File: config.mk
export PLATFORM = sky130hd
export DESIGN_NAME = dsf_dual_fifo
export DESIGN_NICKNAME = d
export VERILOG_FILES = /design/src/inc/dsf_pkg.sv /design/src/core/dsf_pin_sync.sv /design/src/core/dsf_gray_sync.sv /design/src/core/dsf_dual_fifo.sv
export SDC_FILE = /design/constraint.sdc
export NUM_CORES = 2
export LEC_CHECK = 0
export BUFFER_PORTS_ARGS = -buffer_cell sky130_fd_sc_hd__buf_2
export CORE_MARGIN = 5
export CORE_UTILIZATION = 40
export DETAILED_ROUTE_END_ITERATION = 10
export PLACE_DENSITY = 0.64
export SETUP_SLACK_MARGIN = 0.2
export SYNTH_ARGS = -nofsm -noshare
export SYNTH_HDL_FRONTEND = slang
export SYNTH_MEMORY_MAX_BITS = 65536
export SYNTH_SLANG_ARGS = --single-unit
export TNS_END_PERCENT = 1
File: constraint.sdc
create_clock -name ref_clk_i -period 8.35 [get_ports ref_clk_i]
set_clock_uncertainty 0.1 [all_clocks]
set_input_delay 2.0875 -clock ref_clk_i [delete_from_list [all_inputs] [get_ports ref_clk_i]]
set_output_delay 2.0875 -clock ref_clk_i [all_outputs]
set_load 0.02 [all_outputs]
File: src/inc/dsf_pkg.sv
/*
 * Shared constants and carrier types for the dual 9-bit synchronous FIFO.
 * Assumes every user writes dsf_pkg::name; nothing is imported.
 */
package dsf_pkg;

    localparam int DSF_DATA_W     = 9;
    localparam int DSF_DEPTH_DEF  = 256;
    localparam int DSF_OFFSET_DEF = 7;
    localparam int DSF_NUM_CH     = 2;
    localparam int DSF_CH_A       = 0;
    localparam int DSF_CH_B       = 1;

    // one buffer's pin inputs, used both raw at the ports and as seen after synchronisation
    typedef struct packed {
        logic                  reset_n;
        logic                  write_clock;
        logic                  read_clock;
        logic                  write_enable_first;
        logic                  second_write_enable_or_load;
        logic                  read_enable_first;
        logic                  read_enable_second;
        logic                  output_enable_n;
        logic [DSF_DATA_W-1:0] write_data_in;
    } dsf_pins_t;

    localparam int DSF_PIN_W = $bits(dsf_pins_t);

    // one buffer's registered outputs
    typedef struct packed {
        logic [DSF_DATA_W-1:0] read_data_out;
        logic                  read_data_oe_n;
        logic                  empty_flag;
        logic                  full_flag;
        logic                  almost_empty_flag;
        logic                  almost_full_flag;
    } dsf_outs_t;

endpackage : dsf_pkg

File: src/core/dsf_pin_sync.sv
/*
 * Two-flop synchroniser for a bundle of pin inputs, plus a third stage
 * so the caller can find edges of slow pin clocks.
 * Assumes pins change much slower than ref_clk_i.
 */
`timescale 1ns/1ps

module dsf_pin_sync #(
    parameter int W = 1
) (
    input  wire logic         ref_clk_i,
    input  wire logic         sys_rst_i,
    input  wire logic         ce_i,
    input  wire logic [W-1:0] d_i,
    output logic      [W-1:0] q_o,
    output logic      [W-1:0] q_prev_o
);

    typedef struct packed {
        logic [W-1:0] meta;
        logic [W-1:0] sync;
        logic [W-1:0] prev;
    } dsf_psync_t;

    dsf_psync_t st;
    dsf_psync_t next_st;

    always_comb begin
        next_st      = st;
        next_st.meta = d_i;
        next_st.sync = st.meta;
        next_st.prev = st.sync;
    end

    always_ff @(posedge ref_clk_i) begin
        if (sys_rst_i) begin
            st <= '0;
        end else if (ce_i) begin
            st <= next_st;
        end
    end

    assign q_o      = st.sync;
    assign q_prev_o = st.prev;

endmodule : dsf_pin_sync

File: src/core/dsf_gray_sync.sv
/*
 * Two-stage synchroniser for a gray-coded pointer passed between the
 * write side and the read side of one buffer.
 * Assumes the source changes by at most one bit per sampling edge.
 */
`timescale 1ns/1ps

module dsf_gray_sync #(
    parameter int W = 1
) (
    input  wire logic         ref_clk_i,
    input  wire logic         rst_i,
    input  wire logic         ce_i,
    input  wire logic [W-1:0] d_i,
    output logic      [W-1:0] q_o
);

    typedef struct packed {
        logic [W-1:0] meta;
        logic [W-1:0] sync;
    } dsf_gsync_t;

    dsf_gsync_t st;
    dsf_gsync_t next_st;

    always_comb begin
        next_st      = st;
        next_st.meta = d_i;
        next_st.sync = st.meta;
    end

    always_ff @(posedge ref_clk_i) begin
        if (rst_i) begin
            st <= '0;
        end else if (ce_i) begin
            st <= next_st;
        end
    end

    assign q_o = st.sync;

endmodule : dsf_gray_sync

File: src/core/dsf_dual_fifo.sv
/*
 * Dual independent 9-bit synchronous FIFO: two buffers, each with its own
 * write clock, read clock, enables, reset, output enable and four flags.
 * Assumes pin clocks are sampled on ref_clk_i and run well below half its
 * rate; all pins are treated as asynchronous and synchronised first.
 */
// Decided for this implementation: the strobed register port and the placing of the registers.
`timescale 1ns/1ps

module dsf_dual_fifo #(
    parameter int DEPTH = dsf_pkg::DSF_DEPTH_DEF
) (
    input  wire logic                            ref_clk_i,
    input  wire logic                            sys_rst_i,
    input  wire logic                            ce_i,
    input  wire logic                            reset_n_a_i,
    input  wire logic                            write_clock_a_i,
    input  wire logic                            read_clock_a_i,
    input  wire logic                            write_enable_first_a_i,
    input  wire logic                            second_write_enable_or_load_a_i,
    input  wire logic                            read_enable_first_a_i,
    input  wire logic                            read_enable_second_a_i,
    input  wire logic                            output_enable_n_a_i,
    input  wire logic [dsf_pkg::DSF_DATA_W-1:0]  write_data_in_a_i,
    output logic      [dsf_pkg::DSF_DATA_W-1:0]  read_data_out_a_o,
    output logic                                 read_data_oe_n_a_o,
    output logic                                 empty_flag_a_o,
    output logic                                 full_flag_a_o,
    output logic                                 almost_empty_flag_a_o,
    output logic                                 almost_full_flag_a_o,
    input  wire logic                            reset_n_b_i,
    input  wire logic                            write_clock_b_i,
    input  wire logic                            read_clock_b_i,
    input  wire logic                            write_enable_first_b_i,
    input  wire logic                            second_write_enable_or_load_b_i,
    input  wire logic                            read_enable_first_b_i,
    input  wire logic                            read_enable_second_b_i,
    input  wire logic                            output_enable_n_b_i,
    input  wire logic [dsf_pkg::DSF_DATA_W-1:0]  write_data_in_b_i,
    output logic      [dsf_pkg::DSF_DATA_W-1:0]  read_data_out_b_o,
    output logic                                 read_data_oe_n_b_o,
    output logic                                 empty_flag_b_o,
    output logic                                 full_flag_b_o,
    output logic                                 almost_empty_flag_b_o,
    output logic                                 almost_full_flag_b_o
);

    localparam int DW = dsf_pkg::DSF_DATA_W;
    localparam int AW = $clog2(DEPTH);
    localparam int PW = AW + 1;

    localparam logic [PW-1:0] DEPTH_P   = PW'(DEPTH);
    localparam logic [AW-1:0] OFF_DEF_P = AW'(dsf_pkg::DSF_OFFSET_DEF);
    localparam logic [PW-1:0] PTR_ONE   = PW'(1);

    function automatic logic [PW-1:0] bin2gray(input logic [PW-1:0] b);
        bin2gray = b ^ (b >> 1);
    endfunction : bin2gray

    function automatic logic [PW-1:0] gray2bin(input logic [PW-1:0] g);
        logic [PW-1:0] b;
        b = '0;
        for (int i = PW - 1; i >= 0; i--) begin
            b[i] = g[i] ^ ((i == PW - 1) ? 1'b0 : b[i + 1]);
        end
        gray2bin = b;
    endfunction : gray2bin

    dsf_pkg::dsf_pins_t pins_raw [dsf_pkg::DSF_NUM_CH];
    dsf_pkg::dsf_outs_t outs     [dsf_pkg::DSF_NUM_CH];

    // pin bundles, one per buffer
    always_comb begin
        pins_raw[dsf_pkg::DSF_CH_A] = '{
            reset_n:                     reset_n_a_i,
            write_clock:                 write_clock_a_i,
            read_clock:                  read_clock_a_i,
            write_enable_first:          write_enable_first_a_i,
            second_write_enable_or_load: second_write_enable_or_load_a_i,
            read_enable_first:           read_enable_first_a_i,
            read_enable_second:          read_enable_second_a_i,
            output_enable_n:             output_enable_n_a_i,
            write_data_in:               write_data_in_a_i
        };
        pins_raw[dsf_pkg::DSF_CH_B] = '{
            reset_n:                     reset_n_b_i,
            write_clock:                 write_clock_b_i,
            read_clock:                  read_clock_b_i,
            write_enable_first:          write_enable_first_b_i,
            second_write_enable_or_load: second_write_enable_or_load_b_i,
            read_enable_first:           read_enable_first_b_i,
            read_enable_second:          read_enable_second_b_i,
            output_enable_n:             output_enable_n_b_i,
            write_data_in:               write_data_in_b_i
        };
    end

    for (genvar c = 0; c < dsf_pkg::DSF_NUM_CH; c++) begin : g_ch

        typedef struct packed {
            logic          two_we_mode;
            logic [PW-1:0] wbin;
            logic [PW-1:0] wgray;
            logic [PW-1:0] rbin;
            logic [PW-1:0] rgray;
            logic [AW-1:0] empty_off;
            logic [AW-1:0] full_off;
            logic          ld_wsel;
            logic          ld_rsel;
            dsf_pkg::dsf_outs_t o;
        } dsf_ch_state_t;

        dsf_ch_state_t       st;
        dsf_ch_state_t       next_st;
        logic [DW-1:0]       mem [DEPTH];
        logic [dsf_pkg::DSF_PIN_W-1:0] p_vec;
        logic [dsf_pkg::DSF_PIN_W-1:0] p_prev_vec;
        dsf_pkg::dsf_pins_t  p;
        dsf_pkg::dsf_pins_t  p_prev;
        logic                wrise;
        logic                rrise;
        logic                chan_rst;
        logic                load_sel;
        logic                wr_en;
        logic [AW-1:0]       wr_addr;
        logic [PW-1:0]       wgray_at_rd;
        logic [PW-1:0]       rgray_at_wr;
        logic [PW-1:0]       fill_w;
        logic [PW-1:0]       fill_r;

        dsf_pin_sync #(
            .W(dsf_pkg::DSF_PIN_W)
        ) u_pins (
            .ref_clk_i (ref_clk_i),
            .sys_rst_i (sys_rst_i),
            .ce_i      (ce_i),
            .d_i       (pins_raw[c]),
            .q_o       (p_vec),
            .q_prev_o  (p_prev_vec)
        );

        assign p        = dsf_pkg::dsf_pins_t'(p_vec);
        assign p_prev   = dsf_pkg::dsf_pins_t'(p_prev_vec);
        assign wrise    = p.write_clock & ~p_prev.write_clock;
        assign rrise    = p.read_clock & ~p_prev.read_clock;
        assign chan_rst = sys_rst_i | ~p.reset_n;
        assign load_sel = ~st.two_we_mode & ~p.second_write_enable_or_load;

        // pointer crossings between write and read sides
        dsf_gray_sync #(
            .W(PW)
        ) u_w2r (
            .ref_clk_i (ref_clk_i),
            .rst_i     (chan_rst),
            .ce_i      (ce_i),
            .d_i       (st.wgray),
            .q_o       (wgray_at_rd)
        );

        dsf_gray_sync #(
            .W(PW)
        ) u_r2w (
            .ref_clk_i (ref_clk_i),
            .rst_i     (chan_rst),
            .ce_i      (ce_i),
            .d_i       (st.rgray),
            .q_o       (rgray_at_wr)
        );

        always_comb begin
            next_st = st;
            wr_en   = 1'b0;
            wr_addr = st.wbin[AW-1:0];
            fill_w  = '0;
            fill_r  = '0;
            if (chan_rst) begin
                next_st.wbin                = '0;
                next_st.wgray               = '0;
                next_st.rbin                = '0;
                next_st.rgray               = '0;
                next_st.empty_off           = OFF_DEF_P;
                next_st.full_off            = OFF_DEF_P;
                next_st.ld_wsel             = 1'b0;
                next_st.ld_rsel             = 1'b0;
                next_st.o.read_data_out     = '0;
                next_st.o.full_flag         = 1'b1;
                next_st.o.almost_full_flag  = 1'b1;
                next_st.o.empty_flag        = 1'b0;
                next_st.o.almost_empty_flag = 1'b0;
                next_st.o.read_data_oe_n    = p.output_enable_n;
                next_st.two_we_mode         = p.second_write_enable_or_load;
                if (sys_rst_i) begin
                    next_st.o.read_data_oe_n = 1'b1;
                    next_st.two_we_mode      = 1'b1;
                end
            end else begin
                next_st.o.read_data_oe_n = p.output_enable_n;
                if (wrise) begin
                    if (load_sel) begin
                        if (!p.write_enable_first) begin
                            if (!st.ld_wsel) begin
                                next_st.empty_off = AW'(p.write_data_in);
                            end else begin
                                next_st.full_off = AW'(p.write_data_in);
                            end
                            next_st.ld_wsel = ~st.ld_wsel;
                        end
                    end else if (!p.write_enable_first
                                 && (!st.two_we_mode || p.second_write_enable_or_load)
                                 && st.o.full_flag) begin
                        wr_en         = 1'b1;
                        next_st.wbin  = st.wbin + PTR_ONE;
                        next_st.wgray = bin2gray(st.wbin + PTR_ONE);
                    end
                    fill_w = next_st.wbin - gray2bin(rgray_at_wr);
                    next_st.o.full_flag        = (fill_w != DEPTH_P);
                    next_st.o.almost_full_flag =
                        ((DEPTH_P - fill_w) > PW'(next_st.full_off));
                end
                if (rrise) begin
                    if (load_sel) begin
                        if (!p.read_enable_first && !p.read_enable_second) begin
                            next_st.o.read_data_out = st.ld_rsel ? DW'(st.full_off)
                                                                 : DW'(st.empty_off);
                            next_st.ld_rsel = ~st.ld_rsel;
                        end
                    end else if (!p.read_enable_first && !p.read_enable_second
                                 && st.o.empty_flag) begin
                        next_st.o.read_data_out = mem[st.rbin[AW-1:0]];
                        next_st.rbin  = st.rbin + PTR_ONE;
                        next_st.rgray = bin2gray(st.rbin + PTR_ONE);
                    end
                    fill_r = gray2bin(wgray_at_rd) - next_st.rbin;
                    next_st.o.empty_flag        = (fill_r != '0);
                    next_st.o.almost_empty_flag =
                        (fill_r > PW'(next_st.empty_off));
                end
            end
        end

        always_ff @(posedge ref_clk_i) begin
            if (ce_i) begin
                st <= next_st;
            end
        end

        // storage is not reset; pointers define what is valid
        always_ff @(posedge ref_clk_i) begin
            if (ce_i && wr_en) begin
                mem[wr_addr] <= p.write_data_in;
            end
        end

        assign outs[c] = st.o;

    end : g_ch

    assign read_data_out_a_o     = outs[dsf_pkg::DSF_CH_A].read_data_out;
    assign read_data_oe_n_a_o    = outs[dsf_pkg::DSF_CH_A].read_data_oe_n;
    assign empty_flag_a_o        = outs[dsf_pkg::DSF_CH_A].empty_flag;
    assign full_flag_a_o         = outs[dsf_pkg::DSF_CH_A].full_flag;
    assign almost_empty_flag_a_o = outs[dsf_pkg::DSF_CH_A].almost_empty_flag;
    assign almost_full_flag_a_o  = outs[dsf_pkg::DSF_CH_A].almost_full_flag;
    assign read_data_out_b_o     = outs[dsf_pkg::DSF_CH_B].read_data_out;
    assign read_data_oe_n_b_o    = outs[dsf_pkg::DSF_CH_B].read_data_oe_n;
    assign empty_flag_b_o        = outs[dsf_pkg::DSF_CH_B].empty_flag;
    assign full_flag_b_o         = outs[dsf_pkg::DSF_CH_B].full_flag;
    assign almost_empty_flag_b_o = outs[dsf_pkg::DSF_CH_B].almost_empty_flag;
    assign almost_full_flag_b_o  = outs[dsf_pkg::DSF_CH_B].almost_full_flag;

endmodule : dsf_dual_fifo

After elaboration in Yosys (flattened, before gate mapping)
Memory sizes are Yosys's and may differ from the RTL's. A register that Yosys moved wholly into a read port is not among the register bits. Cells that the tools add are included.

Flip-flop bits (word level): 310. Bits in writable memories: 4608. Input port bits: 37. Output and inout bits: 28. Word-level logic and storage cells: 254. Memories: 2.

$add $sub $neg: 10. Magnitude comparators: 4. Equal/unequal tests: 8. Multiplexer cells: 76. Bitwise operators: 58. Reductions and logical operators: 52.

Memories: g_ch[0].mem (words 256, bits a word 9, rd ports 1, clocked after Yosys merged registers in 1, write ports 1, RTL line dsf_dual_fifo.sv:115) `logic [DW-1:0] mem [DEPTH];`; g_ch[1].mem (words 256, bits a word 9, rd ports 1, clocked after Yosys merged registers in 1, write ports 1, RTL line dsf_dual_fifo.sv:115).

Operator list (count): $mux 18 (20); $mux 17 (12); $mux 8 (10); $mux 10 (4); $reduce_and 4->1 (10); $add 9x1->9 const B (4); $gt 9x8->1 (4); $mux 9 (4); $sub 9x9->9 (4); $xor 9x8->9 (4); $xor 1x1->1 (32); $mux 1 (24); $reduce_bool 2->1 (12); $ne 9x9->1 const B (2); $reduce_bool 9->1 (2); $sub 9x9->9 const A (2); $not 1->1 (14); $reduce_and 2->1 (6); $logic_and 1x1->1 (10); $mux 5 (2); $logic_not 1->1 (8); $ne 2x2->1 const B (4); $and 1x1->1 (6); $ne 3x2->1 const B (2); other kinds (3) (6).

Longest topological paths before layout
Word-level depth: 13. Gate-level depth with buffers: 23.

Modules after synthesis
Synthesis repeated with hierarchy kept, for this count alone.

Cells, all modules: 9863. Area total of the unflattened synthesis: 195348.6 um2.

Modules (own cells, without submodules): dsf_dual_fifo (instances 1, cells an instance 9267, area an instance 188829.9 um2); dsf_pin_sync (instances 2, cells an instance 182, area an instance 1960.6 um2); dsf_gray_sync (instances 4, cells an instance 58, area an instance 649.4 um2).

Worst setup path after synthesis
OpenSTA, ideal clock, no wires.

Path kind: register to register. From: register g_ch[0].u_pins.st, in the netlist g_ch[0].u_pins.q_o[1]. To: register g_ch[0].st, in the netlist almost_full_flag_a_o, data pin. Setup time: 0.265 ns. Arrival time: 5.497 ns. Required time: 7.985 ns. Path slack: 2.487 ns. Cell stages (with the launch flop): 11. Path buffers: 0. Clock period less this slack: 5.863 ns. Path through: dfxtp_1 -> mux2i_1 -> ha_1 -> nor2b_1 -> o21a_1 -> o21a_1 -> o21a_1 -> o21a_1 -> o21ai_0 -> a21oi_1 -> or3_1.

Cells in the longest elaborated chain, start to end: 7.

Ends and longest elaborated chain: from (decl) (RTL line dsf_pin_sync.sv:25) `dsf_psync_t st;`; from (signal assigned) (RTL line dsf_pin_sync.sv:39) `st <= next_st;`; $mux 8 (RTL line dsf_dual_fifo.sv:201) `if (!st.ld_wsel) begin`; $mux 17 (RTL line dsf_dual_fifo.sv:200) `if (!p.write_enable_first) begin`; $mux 17 (RTL line dsf_dual_fifo.sv:199) `if (load_sel) begin`; $mux 17 (RTL line dsf_dual_fifo.sv:198) `if (wrise) begin`; $mux 17 (RTL line dsf_dual_fifo.sv:176) `if (chan_rst) begin`; $gt 9x8->1 (RTL line dsf_dual_fifo.sv:218) `((DEPTH_P - fill_w) > PW'(next_st.full_off));`; $mux 1 (RTL line dsf_dual_fifo.sv:198); to (signal assigned) (RTL line dsf_dual_fifo.sv:243) `st <= next_st;`; to (decl) (RTL line dsf_dual_fifo.sv:113) `dsf_ch_state_t st;`.

Every way passes these cells. The select of a mux whose other input is x is not followed. A chain may end at the register's enable or synchronous reset.

Worst setup path in the final report
From: input port sys_rst_i. To: memory g_ch[1].mem[33][0] (netlist name), enable pin.

Cells in the longest elaborated chain, start to end: 5.

Ends and longest elaborated chain: from (decl) (RTL line dsf_dual_fifo.sv:14) `input wire logic sys_rst_i,`; $or 1x1->1 (RTL line dsf_dual_fifo.sv:146) `assign chan_rst = sys_rst_i | ~p.reset_n;`; $mux 1 (RTL line dsf_dual_fifo.sv:176); $logic_and 1x1->1 (RTL line dsf_dual_fifo.sv:249) `if (ce_i && wr_en) begin`; $mux 1 (RTL line dsf_dual_fifo.sv:249); $mux 1 (not written as such) (RTL line dsf_dual_fifo.sv:250) `mem[wr_addr] <= p.write_data_in;`; to (decl) (RTL line dsf_dual_fifo.sv:115).

Every way passes these cells.

==> results.py <==
metrics = {
    "grt": {
        "grt_pass1_wl_um": 740600,
        "grt_busiest_layer": "met2",
        "grt_use_met3_pct": 4.024,
        "grt_max_degree": 188,
        "grtUsageTotal_pct": 20.33,
        "grt_remaining_overflow": 0,
        "antenna_found_initial": 20,
        "gr-usage-met2_pct": 32.59,
        "use_met1_pct": 27.33,
        "grt_pass1_vias": 98950,
    },
    "cts": {
        "clk_latency_ps": 1000,
        "cts_setup_buffers": 0,
        "cts_hold_buf": 0,
        "path_clk_slew_ps": 60,
        "cts_resized": 0,
        "cts_tree": "yes",
        "cts_buffer_depth": 4,
        "clockRootBuffer": "clkbuf_16",
        "cts_made_buffers": 460,
        "htreeDepth": 5,
        "clock_sinks": 4906,
    },
    "power_and_ir_drop": {
        "swShare_pct": 21.32,
        "p_leak_nw": 69.90,
        "p_switching_w": 0.01071,
        "peakVddDrop_v": 0.0002026,
        "p_int_w": 0.03953,
        "power_density_nw_per_um2": 232.0,
        "p_clk_share_pct": 42.1,
        "seqPwrFrac_pct": 53.8,
        "pwr-share-comb_pct": 4.1,
    },
    "cells_and_area": {
        "multiInputGateArea_sq_um": 44950,
        "seqCellArea_sq_um": 145800,
        "final_common_cell": "edfxtp_1",
        "num-fill-cells": 40110,
        "final_cell_mix": "4746 x edfxtp_1, 1078 x mux4_2, 887 x nor2_1",
        "syn_to_final_growth_pct": 11.59,
        "drive_gt1_share_pct": 20.78,
        "instances_no_fill": 16790,
        "nNetsFinal": 10070,
    },
    "detailed_routing": {
        "drc": 0,
        "first_iter_violations": 13540,
        "wl_um": 519500,
        "wl_per_cell_um": 30.95,
        "dr_total_vias": 98970,
        "drtAntennaViolNets": 0,
        "viasPerCell": 5.896,
        "dr.pass1.iters": 6,
    },
    "setup_path": {
        "worstReg2RegEnd": "almost_full_flag_b_o$_SDFFCE_PN1P_",
        "crit_path_cell_trace": "buf_2 > nor2b_2 > buf_4 > nand2_1 > nor3_2 > buf_4 > nor3b_1 > nand2_1 > nor2_1",
        "crit_family": "simple AND/OR/NAND/NOR gates",
        "r2r_start": "g_ch[1].u_r2w.q_o[8]$_SDFFE_PN0P_",
        "crit_end": "g_ch[1].mem[33][0]$_DFFE_PP_",
        "crit_path_max_incr_delay_ps": 920,
        "worst-path-buf-inv": 3,
        "reg2regPathDepth": 22,
        "path_class": "in2reg",
        "reg2reg_slack_ps": 2770,
        "cp_slowest_cell": "nor3b_1",
        "worst_ep_arrival_time_ps": 6190,
        "critical_path.startpoint_type": "input port",
        "cp_max_fo": 24,
        "crit_start": "sys_rst_i",
        "cp_data_required_time_ps": 8910,
        "worstSetupEndpointType": "flip-flop",
        "worst-path-stages": 9,
    },
    "yosys": {
        "synth-edff-count": 4746,
        "synth-main-ff-cell": "edfxtp_1",
        "synth.net_count": 9897,
        "syn_inst": 9778,
        "seq_area_frac_synth_pct": 75.10,
        "syn_area_per_cell_sq_um": 19.84,
        "ys_types": 77,
        "ys_ff_latch": 4906,
        "yosysWarnings": 0,
        "postSynth.asyncResetShare_pct": 0,
        "syn_area_sq_um": 194000,
    },
    "placement": {
        "routabilityCongestion": 0.8960,
        "hpwl_um": 320600,
        "io_buffer_count": 64,
        "dp_cells": 15910,
    },
    "timing": {
        "setup_viol": 0,
        "final.period_utilization_pct": 67.37,
        "slew_violations": 0,
        "period_minus_slack_ps": 5626,
        "rsz0062_at_grt": "no",
        "tightest_slew_ps": 1353,
        "slew_headroom_pct": 9.466,
        "fin_setup_tns_ps": 0,
        "max_freq_mhz": 177.8,
        "hold_violations": 0,
    },
    "floorplan": {
        "die_x_um": 706.5,
        "row_count": 255,
        "die_area_sq_um": 499100,
        "die_y_um": 706.5,
        "pin_count": 65,
        "start_util_pct": 40.19,
        "core_sq_um": 482700,
    },
    "status": {
        "status": "completed",
    },
    "min_path": {
        "min_from": "g_ch[0].st[52]$_SDFFCE_PN0P_",
        "hold_class": "reg2reg",
    },
    "flow_run": {
        "maxCapViolCount": 0,
    },
}
metal layers:
metal  routed length [um]  vias to the layer above
li1                     -                    40360
met5                  100                        -
met4                24500                       14
met3                48400                     1040
met2               247200                     5504
met1               199400                    52050
cells in the mapped netlist (all sizes together) (11+ instances only):
| cell | number | share of area, % |
|---|---|---|
| a2111oi | 11 | 0.050 |
| a211oi | 30 | 0.12 |
| a21o | 12 | 0.046 |
| a21oi | 163 | 0.42 |
| a221oi | 39 | 0.18 |
| a22o | 37 | 0.17 |
| a22oi | 109 | 0.42 |
| a311oi | 14 | 0.063 |
| a31oi | 29 | 0.094 |
| and2 | 33 | 0.11 |
| and3 | 21 | 0.068 |
| buf | 327 | 1.2 |
| clkbuf | 250 | 0.48 |
| dfxtp | 160 | 1.7 |
| edfxtp | 4746 | 73 |
| ha | 78 | 0.50 |
| inv | 38 | 0.074 |
| mux2 | 14 | 0.081 |
| mux2i | 532 | 2.7 |
| mux4 | 1087 | 13 |
| nand2 | 284 | 0.55 |
| nand2b | 19 | 0.061 |
| nand3 | 83 | 0.21 |
| nand4 | 17 | 0.055 |
| nor2 | 892 | 1.7 |
| nor2b | 40 | 0.13 |
| nor3 | 62 | 0.16 |
| nor4 | 24 | 0.077 |
| o21a | 20 | 0.077 |
| o21ai | 122 | 0.31 |
| o221ai | 86 | 0.39 |
| o22ai | 115 | 0.37 |
| o31ai | 14 | 0.054 |
| or3 | 12 | 0.039 |
| xnor2 | 81 | 0.37 |
| xor2 | 70 | 0.36 |
how the worst min path moves through the flow:
stage / to / cells after the start / slack, ps
5_1_grt: g_ch[1].u_w2r.next_st[3]$_SDFFE_PN0P_ / 2 / 410
2_1_floorplan: g_ch[0].u_pins.q_o[9]$_SDFFE_PP0P_ / 2 / 350
3_5_place_dp: g_ch[1].u_r2w.next_st[8]$_SDFFE_PN0P_ / 2 / 380
4_1_cts: g_ch[0].u_r2w.next_st[3]$_SDFFE_PN0P_ / 2 / 390
3_3_place_gp: g_ch[1].u_pins.q_o[9]$_SDFFE_PP0P_ / 2 / 360
6_report: g_ch[0].u_w2r.next_st[2]$_SDFFE_PN0P_ / 2 / 390
final cells by class:
type	instances	share of cell area (%)
diodes	20	0.02312
clock buffers	540	5.513
clock inverters	318	1.498
inverters	41	0.07281
multi-input cells	4254	20.76
flip-flops and latches	4906	67.35
well taps	6425	3.713
repair buffers	283	1.067
flip-flops by register name, summed over array words and instances, names as in the netlist, 9 cells and up, named ones only:
register,flops
g_ch.st,110
g_ch.u_pins.q_o,34
read_data_out_b_o,9
g_ch.u_w2r.next_st,18
g_ch.mem,4608
g_ch.u_w2r.q_o,18
g_ch.u_pins.next_st,34
g_ch.u_r2w.next_st,18
read_data_out_a_o,9
g_ch.u_r2w.q_o,18
power groups by stage:
stage          Combinational (W)  Clock [W]  Sequential [W]
2_1_floorplan            0.00124          0          0.0276
3_3_place_gp             0.00202          0          0.0275
3_5_place_dp             0.00204          0          0.0275
4_1_cts                  0.00205     0.0214          0.0270
5_1_grt                  0.00214     0.0225          0.0270
6_report                 0.00205     0.0212          0.0270
cell families (layout without fill, tap and decap cells):
group,after synthesis,in the layout,share of synthesized area (%)
multiplexers,1633,1633,15.46
AO/OA/AOI/OAI,866,866,3.050
flip-flops,4906,4906,75.10
other,0,20,0
buffers and inverters,618,1182,1.782
AND/OR/NAND/NOR,1522,1522,3.322
adder cells (fa/ha/maj),82,82,0.5443
XOR/XNOR,151,151,0.7358
tightest hold or removal path, stage by stage, from the launching register on:
cell      delay, ps
edfxtp_1        320
mux2i_1          60
nor2_1           70
through the flow:
stage / total power [W] / utilization [%] / instance area [sq um] / hold WS (ps) / worst slack (ps)
final: 0.05024 / 44.85 / 216500 / 387.6 / 2724
after global routing: 0.05163 / 44.85 / 216500 / 407.3 / 2430
after CTS: 0.05048 / 44.84 / 216500 / 386.9 / 2769
after detailed placement: 0.02959 / 41.70 / 201300 / 375.9 / 1710
after global placement: 0.02956 / 41.70 / 201300 / 364.3 / 1735
after floorplan: 0.02882 / - / 194000 / 352.3 / 2487
No activity file was read; power rests on OpenSTA's default activity.
